===== config.mk =====
export PLATFORM = sky130hd
export DESIGN_NAME = dma_and_chip_select_pin_mux
export DESIGN_NICKNAME = d
export VERILOG_FILES = /design/src/core/pin_mux_pkg.sv /design/src/core/pin_sync.sv /design/src/core/pin_cell.sv /design/src/core/dma_and_chip_select_pin_mux.sv
export SDC_FILE = /design/constraint.sdc
export NUM_CORES = 1
export LEC_CHECK = 0
export ABC_AREA = 1
export ABC_CLOCK_PERIOD_IN_PS = 800
export BUFFER_PORTS_ARGS = -buffer_cell sky130_fd_sc_hd__buf_4
export CORE_AREA = 2 2 62 64
export DETAILED_ROUTE_END_ITERATION = 12
export DIE_AREA = 0 0 64 66
export PLACE_DENSITY = 0.88
export SLEW_MARGIN = 20
export SYNTH_ARGS = -nofsm -noshare
export SYNTH_HDL_FRONTEND = slang
export SYNTH_SLANG_ARGS = --single-unit
export TNS_END_PERCENT = 10

===== constraint.sdc =====
create_clock -name i_clk -period 0.8 [get_ports i_clk]
set_input_delay 0.04 -clock i_clk [delete_from_list [all_inputs] [get_ports i_clk]]
set_output_delay 0.04 -clock i_clk [all_outputs]
set_load 0.02 [all_outputs]

===== src/core/pin_mux_pkg.sv =====
// constants for the dma and chip select pin mux
// Summary of operation
// - transfer-end enabled: pin drives the channel's completion indication, not the port.
// - stop input enabled with transfer-end off: pin is an input that halts the channel's transfer.
// - end/stop pin is a port bit only when both functions are off.
// - channel 1 request pin feeds the dma controller when selected as source.
// - request pin's port driver stays off unless deliberately enabled.
// - acknowledge enabled: pin drives the dma acknowledge.
// - acknowledge disabled: pin reverts to a port bit.
// - fly-by write strobe enabled: pin drives the write strobe.
// - fly-by read strobe enabled: pin drives the read strobe.
// - each strobe pin is a port bit when its own strobe is off.
// - chip select 0 drives its pin in external bus mode.
// - chip select 0 pin is a port bit in single chip mode.
// - chip selects 1 and 2 drive pins only when individually enabled.
// - chip selects 1 and 2 fall back to port bits when disabled.
package pin_mux_pkg;
	localparam int        SYNC_STAGES = 2;
	localparam logic      ENABLE_RST  = 1'h0;
	localparam logic      PORT_RST    = 1'h0;
	localparam logic      STROBE_IDLE = 1'h1;
	localparam logic      OE_ACTIVE   = 1'h0;
	localparam logic      OE_IDLE     = 1'h1;
	// pin indexes in the pin vectors
	localparam int        PIN_END0 = 0;
	localparam int        PIN_REQ1 = 1;
	localparam int        PIN_ACK1 = 2;
	localparam int        PIN_END1 = 3;
	localparam int        PIN_WR   = 4;
	localparam int        PIN_RD   = 5;
	localparam int        PIN_CS0  = 6;
	localparam int        PIN_CS1  = 7;
	localparam int        PIN_CS2  = 8;
	localparam int        NUM_PINS = 9;
endpackage


===== src/core/pin_sync.sv =====
// two-stage synchroniser for a vector of pin inputs
`timescale 1ns/100ps
module pin_sync
	import pin_mux_pkg::*;
#(
	parameter int WIDTH = 1
) (
	// clock and reset
	input  wire logic             i_clk,
	input  wire logic             i_nrst,
	// data
	input  wire logic [WIDTH-1:0] i_async,
	output logic      [WIDTH-1:0] o_sync
);
	logic [WIDTH-1:0] meta_q;
	logic [WIDTH-1:0] sync_q;

	always_ff @(posedge i_clk or negedge i_nrst) begin
		if (!i_nrst) begin
			meta_q <= '0;
			sync_q <= '0;
		end else begin
			meta_q <= i_async;
			sync_q <= meta_q;
		end
	end

	assign o_sync = sync_q;
endmodule


===== src/core/pin_cell.sv =====
// one shared pin: function or port, registered output and enable
`timescale 1ns/100ps
module pin_cell
	import pin_mux_pkg::*;
(
	// clock and reset
	input  wire logic i_clk,
	input  wire logic i_nrst,
	// selection
	input  wire logic i_func_sel,
	input  wire logic i_func_out,
	input  wire logic i_func_drive,
	// port bit
	input  wire logic i_port_out,
	input  wire logic i_port_drive,
	// pin
	output logic      o_pin,
	output logic      o_pin_oe_n
);
	logic pin_q;
	logic oe_n_q;

	always_ff @(posedge i_clk or negedge i_nrst) begin
		if (!i_nrst) begin
			pin_q  <= PORT_RST;
			oe_n_q <= OE_IDLE;
		end else if (i_func_sel) begin
			pin_q  <= i_func_out;
			oe_n_q <= i_func_drive ? OE_ACTIVE : OE_IDLE;
		end else begin
			pin_q  <= i_port_out;
			oe_n_q <= i_port_drive ? OE_ACTIVE : OE_IDLE;
		end
	end

	assign o_pin      = pin_q;
	assign o_pin_oe_n = oe_n_q;
endmodule


===== src/core/dma_and_chip_select_pin_mux.sv =====
// pin mux for dma handshake, fly-by strobes and chip selects 0..2
`timescale 1ns/100ps
module dma_and_chip_select_pin_mux
	import pin_mux_pkg::*;
(
	// clock and reset
	input  wire logic                i_clk,
	input  wire logic                i_nrst,
	// function enables
	input  wire logic                i_external_bus_mode,
	input  wire logic                i_ch0_end_out_en,
	input  wire logic                i_ch0_stop_in_en,
	input  wire logic                i_ch1_end_out_en,
	input  wire logic                i_ch1_stop_in_en,
	input  wire logic                i_ch1_request_src_en,
	input  wire logic                i_ch1_ack_out_en,
	input  wire logic                i_flyby_write_en,
	input  wire logic                i_flyby_read_en,
	input  wire logic                i_cs1_out_en,
	input  wire logic                i_cs2_out_en,
	// internal function signals
	input  wire logic                i_dma_ch0_transfer_end,
	input  wire logic                i_dma_ch1_transfer_end,
	input  wire logic                i_dma_ch1_acknowledge,
	input  wire logic                i_flyby_write_strobe_n,
	input  wire logic                i_flyby_read_strobe_n,
	input  wire logic                i_chip_select_zero,
	input  wire logic                i_chip_select_one,
	input  wire logic                i_chip_select_two,
	// port bits
	input  wire logic [NUM_PINS-1:0] i_port_out,
	input  wire logic [NUM_PINS-1:0] i_port_drive,
	output logic      [NUM_PINS-1:0] o_port_in,
	// to dma controller
	output logic                     o_dma_ch0_stop_in,
	output logic                     o_dma_ch1_stop_in,
	output logic                     o_dma_ch1_request_in,
	// pins
	input  wire logic [NUM_PINS-1:0] i_pin,
	output logic      [NUM_PINS-1:0] o_pin,
	output logic      [NUM_PINS-1:0] o_pin_oe_n
);
	logic [NUM_PINS-1:0] pin_sync;
	logic [NUM_PINS-1:0] func_sel;
	logic [NUM_PINS-1:0] func_out;
	logic [NUM_PINS-1:0] func_drive;
	logic [NUM_PINS-1:0] port_in_q;
	logic                ch0_stop_q;
	logic                ch1_stop_q;
	logic                ch1_req_q;

	pin_sync #(
		.WIDTH (NUM_PINS)
	) u_sync (
		.i_clk   (i_clk),
		.i_nrst  (i_nrst),
		.i_async (i_pin),
		.o_sync  (pin_sync)
	);

	// function selection per pin; enables are level inputs cleared at reset
	always_comb begin
		func_sel   = '0;
		func_out   = {NUM_PINS{STROBE_IDLE}};
		func_drive = '0;
		// end/stop pin of channel 0
		func_sel[PIN_END0]   = i_ch0_end_out_en | i_ch0_stop_in_en;
		func_out[PIN_END0]   = i_dma_ch0_transfer_end;
		func_drive[PIN_END0] = i_ch0_end_out_en;
		// request pin: never a function driver, port drives only on request
		func_sel[PIN_REQ1]   = 1'h0;
		func_sel[PIN_ACK1]   = i_ch1_ack_out_en;
		func_out[PIN_ACK1]   = i_dma_ch1_acknowledge;
		func_drive[PIN_ACK1] = 1'h1;
		func_sel[PIN_END1]   = i_ch1_end_out_en | i_ch1_stop_in_en;
		func_out[PIN_END1]   = i_dma_ch1_transfer_end;
		func_drive[PIN_END1] = i_ch1_end_out_en;
		func_sel[PIN_WR]     = i_flyby_write_en;
		func_out[PIN_WR]     = i_flyby_write_strobe_n;
		func_drive[PIN_WR]   = 1'h1;
		func_sel[PIN_RD]     = i_flyby_read_en;
		func_out[PIN_RD]     = i_flyby_read_strobe_n;
		func_drive[PIN_RD]   = 1'h1;
		func_sel[PIN_CS0]    = i_external_bus_mode;
		func_out[PIN_CS0]    = i_chip_select_zero;
		func_drive[PIN_CS0]  = 1'h1;
		func_sel[PIN_CS1]    = i_cs1_out_en;
		func_out[PIN_CS1]    = i_chip_select_one;
		func_drive[PIN_CS1]  = 1'h1;
		func_sel[PIN_CS2]    = i_cs2_out_en;
		func_out[PIN_CS2]    = i_chip_select_two;
		func_drive[PIN_CS2]  = 1'h1;
	end

	for (genvar g = 0; g < NUM_PINS; g++) begin : g_pin
		pin_cell u_cell (
			.i_clk        (i_clk),
			.i_nrst       (i_nrst),
			.i_func_sel   (func_sel[g]),
			.i_func_out   (func_out[g]),
			.i_func_drive (func_drive[g]),
			.i_port_out   (i_port_out[g]),
			.i_port_drive (i_port_drive[g]),
			.o_pin        (o_pin[g]),
			.o_pin_oe_n   (o_pin_oe_n[g])
		);
	end

	// stop inputs reach the dma controller only while enabled
	always_ff @(posedge i_clk or negedge i_nrst) begin
		if (!i_nrst) begin
			ch0_stop_q <= ENABLE_RST;
			ch1_stop_q <= ENABLE_RST;
		end else begin
			ch0_stop_q <= i_ch0_stop_in_en & pin_sync[PIN_END0];
			ch1_stop_q <= i_ch1_stop_in_en & pin_sync[PIN_END1];
		end
	end

	// request sampled whenever selected as start source
	always_ff @(posedge i_clk or negedge i_nrst) begin
		if (!i_nrst) begin
			ch1_req_q <= ENABLE_RST;
		end else begin
			ch1_req_q <= i_ch1_request_src_en & pin_sync[PIN_REQ1];
		end
	end

	// port readback always shows the pin level
	always_ff @(posedge i_clk or negedge i_nrst) begin
		if (!i_nrst) begin
			port_in_q <= '0;
		end else begin
			port_in_q <= pin_sync;
		end
	end

	assign o_dma_ch0_stop_in    = ch0_stop_q;
	assign o_dma_ch1_stop_in    = ch1_stop_q;
	assign o_dma_ch1_request_in = ch1_req_q;
	assign o_port_in            = port_in_q;
endmodule


-- Word level (Yosys, flattened, before mapping)
Cells that the tools add are included.
- bits in registers: 48
- bits of input ports: 48
- output and inout port bits: 30
- word-level logic and storage cells: 56
- multiplexer cells: 27
- bitwise logic cells: 5
- operators with widths (operator ; count):
    1-bit two-way mux ; 27
    1-bit AND ; 3
    1-bit OR ; 2

-- Logic depth before layout (Yosys ltp)
- depth after elaboration: 2
- gate-level depth with buffers: 3
- mapped depth without buffers: 3

-- Modules after synthesis
From an unflattened synthesis, not the netlist that was laid out.
- cells, all modules: 143
- area total of the unflattened synthesis: 1569.0 sq um
- by module, submodules not included (module ; instances ; cells each ; area an instance (sq um) ; sequential area each (sq um)):
    pin_cell ; 9 ; 11 ; 85.1 ; 51.3
    pin_sync ; 1 ; 18 ; 450.4 ; 450.4
    dma_and_chip_select_pin_mux ; 1 ; 26 ; 352.8 ; 300.3

-- Worst setup path after synthesis
Ideal clock, no wire load.
- kind: register to output
- from: register g_pin[0].u_cell.oe_n_q
- to: output o_pin_oe_n[0]
- arrival: 0.615 ns
- path slack: 0.145 ns
- cell stages (with the launch flop): 2
- path through: dfstp_2 -> buf_4
- RTL lines (element ; RTL line ; source):
    from (decl) ; pin_cell.sv:21 ; logic oe_n_q;
    from (signal assigned) ; pin_cell.sv:29 ; oe_n_q <= i_func_drive ? OE_ACTIVE : OE_IDLE;
    from (signal assigned) ; pin_cell.sv:32 ; oe_n_q <= i_port_drive ? OE_ACTIVE : OE_IDLE;
    to (decl) ; dma_and_chip_select_pin_mux.sv:41 ; output logic [NUM_PINS-1:0] o_pin_oe_n
No word-level cell between the ends.

-- Worst setup path in the final report
- from: register g_pin[5].u_cell.oe_n_q
- to: output o_pin_oe_n[5]
- RTL lines (element ; RTL line):
    from (decl) ; pin_cell.sv:21
    from (signal assigned) ; pin_cell.sv:29
    from (signal assigned) ; pin_cell.sv:32
No word-level cell between the ends.

==> results.yml <==
run_status:
  status: "complete, but fails checks"
  violations: "setup timing"
die:
  std_cell_rows: 22
  io_pins: 78
  dieArea_mm2: 0.004224
  core_mm2: 0.003551
  start_util_pct: 43.06
  die_x_um: 64
  die_h_um: 66
clock_network:
  htreeDepth: 2
  numCtsBuffers: 5
  postCtsSetupBuffers: 0
  cts_buffer_depth: 2
  cts-root-buf: "clkbuf_4"
  clkTransAtPathRegs_ns: 0.13
  cts_sinks: 48
  cts_tree: "built"
  insertion_delay_ns: 0.36
route:
  drt_pass1_iterations: 4
  vias_per_cell: 4.226
  ant_nets: 0
  finalWirelength_um: 3835
  drc_errors: 0
  routed-via-count: 1158
  wire_per_inst_um: 14.00
  drt_iter0_drc: 32
cells_and_area:
  syn_to_final_growth_pct: 77.50
  final_layout_size_suffix_gt1_share_pct: 43.36
  instances_no_fill: 274
  diodes: 0
  fin_nets: 273
placement:
  dp_cells: 219
  post-dp-hpwl_um: 2016
  gp_congestion: 0.6615
  io_buffers: 77
  place_ws_ns: 0.1226
synth:
  yosysUniqueCellTypes: 9
  netlist_area_mm2: 0.001529
  synth_warnings: 0
  ys_seq_elements: 48
  avgSynthCellArea_um2: 14.03
  synthCells: 109
  yosysSeqAreaShare_pct: 79.30
  synth_nets: 157
critical_path:
  reg2reg_to: "o_dma_ch1_stop_in"
  crit_arrival_ns: 1.02
  crit_slowest_cell: "dfstp_2"
  endpoint_kind: "primary output"
  r2r_cells: 2
  cp_max_fo: 1
  reg2reg_from: "u_sync.o_sync[3]"
  crit_buf_inv: 1
  crit_chain: "buf_6"
  slowest_delay_ns: 0.56
  start_kind: "flip-flop"
  crit_type: "flip-flop to primary output"
  crit_required_ns: 0.76
  r2r_slack_ns: 0.21
  cp_top_family: "flip-flops"
global_routing:
  antenna_found_initial: 0
  grt_pass1_vias: 1329
  track_usage_pct: 20.36
  grt_pass1_wl_um: 6092
  grt_max_degree: 19
  overflow: 0
hold_path:
  hold_path_class: "input pin to async pin"
flow_run:
  drv_cap: 0
sta:
  relSlewSlack_pct: 85.10
  hold_viol: 0
  layout_setup_ws_ns: -0.2644
  finalSetupViolCount: 30
  finClkSkew_ns: 0.01077
  holdWs_ns: 0.09300
  maxSlewViolCount: 0
  min_period_ns: 1.064
  worst_pin_slew_ns: 0.2235
  finalCritPeriodShare_pct: 133.1
  grt_setup_unrepaired: "yes"
  maxClockFrequency_mhz: 939.5
pwr:
  powerDensity_mw_per_mm2: 1780
  p_leak_uw: 0.001347
  ir_drop_v: 0.001162
-- stage by stage --
stage / utilization [%] / power (uW) / area (um2) / setup TNS [ns]
6_report: 76.43 / 4830 / 2714 / -4.816
5_1_grt: 76.43 / 5024 / 2714 / -6.083
4_1_cts: 76.43 / 4803 / 2714 / -4.799
3_5_place_dp: 57.86 / 3233 / 2054 / 0
3_3_place_gp: 57.86 / 3208 / 2054 / 0
2_1_floorplan: - / 2906 / 1529 / 0
-- power by group --
group / internal, uW / switching, uW
combinational: 495 / 333
clock: 656 / 708
sequential: 2580 / 58.9
total: 3730 / 1100
-- layout make-up --
cell class | count | area (um2)
Multi-Input combinational cell | 31 | 136.4
Clock inverter | 2 | 35.03
Sequential cell | 48 | 1212
Timing Repair Buffer | 127 | 1184
Fill cell | 193 | 837.1
Clock buffer | 6 | 41.29
Inverter | 12 | 45.04
Tap cell | 48 | 60.06
-- worst max-delay path by stage --
stage	start	endpoint	slack, ns	depth (start not counted)
after global routing	g_pin[3].u_cell.o_pin_oe_n	o_pin_oe_n[3]	-0.32	1
final	g_pin[5].u_cell.o_pin_oe_n	o_pin_oe_n[5]	-0.26	1
after floorplan	g_pin[0].u_cell.o_pin_oe_n	o_pin_oe_n[0]	0.15	1
after detailed placement	g_pin[2].u_cell.o_pin_oe_n	o_pin_oe_n[2]	0.12	1
after global placement	g_pin[5].u_cell.o_pin_oe_n	o_pin_oe_n[5]	0.14	1
after CTS	g_pin[7].u_cell.o_pin_oe_n	o_pin_oe_n[7]	-0.26	1
-- repair_timing --
action | in CTS | in global routing
hold endpoints to repair | 78 | 0
hold buffers | 47 | 0
setup endpoints to repair | 30 | 30
resized for setup | 30 | 0
-- cell families after synthesis --
group / Yosys count / share of synthesized area, %
AO/OA/AOI/OAI: 10 / 3.765
buffers and inverters: 30 / 11.78
flip-flops: 48 / 79.30
AND/OR/NAND/NOR: 21 / 5.156
-- routing by layer --
| layer | part of all wire, % | global-route usage (%) |
|---|---|---|
| met5 | 0 | 0 |
| met4 | 2.6 | 11.41 |
| met3 | 5.3 | 3.748 |
| met2 | 58 | 39.19 |
| met1 | 34 | 20.42 |
-- cell usage after synthesis --
library cell / n / area [um2]
o21ai_0: 6 / 30.03
buf_4: 18 / 135.1
inv_1: 12 / 45.04
nor2_1: 8 / 30.03
o21ai_1: 2 / 10.01
dfstp_2: 9 / 236.5
a21oi_2: 2 / 17.52
nand2_1: 13 / 48.80
dfrtp_1: 39 / 975.9
-- sequential cells by signal, indices dropped and copies added, names as in the netlist --
register	cells
g_pin.u_cell.o_pin	9
o_dma_ch0_stop_in	1
o_port_in	9
o_dma_ch1_request_in	1
u_sync.meta_q	9
o_dma_ch1_stop_in	1
u_sync.o_sync	9
g_pin.u_cell.o_pin_oe_n	9
-- cell usage in the layout, fill, tap and decap left out --
| master | instances |
|---|---|
| buf_6 | 30 |
| clkbuf_1 | 1 |
| bufinv_16 | 1 |
| a21oi_2 | 2 |
| dfrtp_1 | 39 |
| clkinv_2 | 1 |
| dfstp_2 | 9 |
| buf_4 | 50 |
| inv_1 | 12 |
| o21ai_0 | 6 |
| dlygate4sd3_1 | 47 |
| o21ai_1 | 2 |
| clkbuf_4 | 5 |
| nor2_1 | 8 |
| nand2_1 | 13 |
No activity file was read; power rests on OpenSTA's default activity.
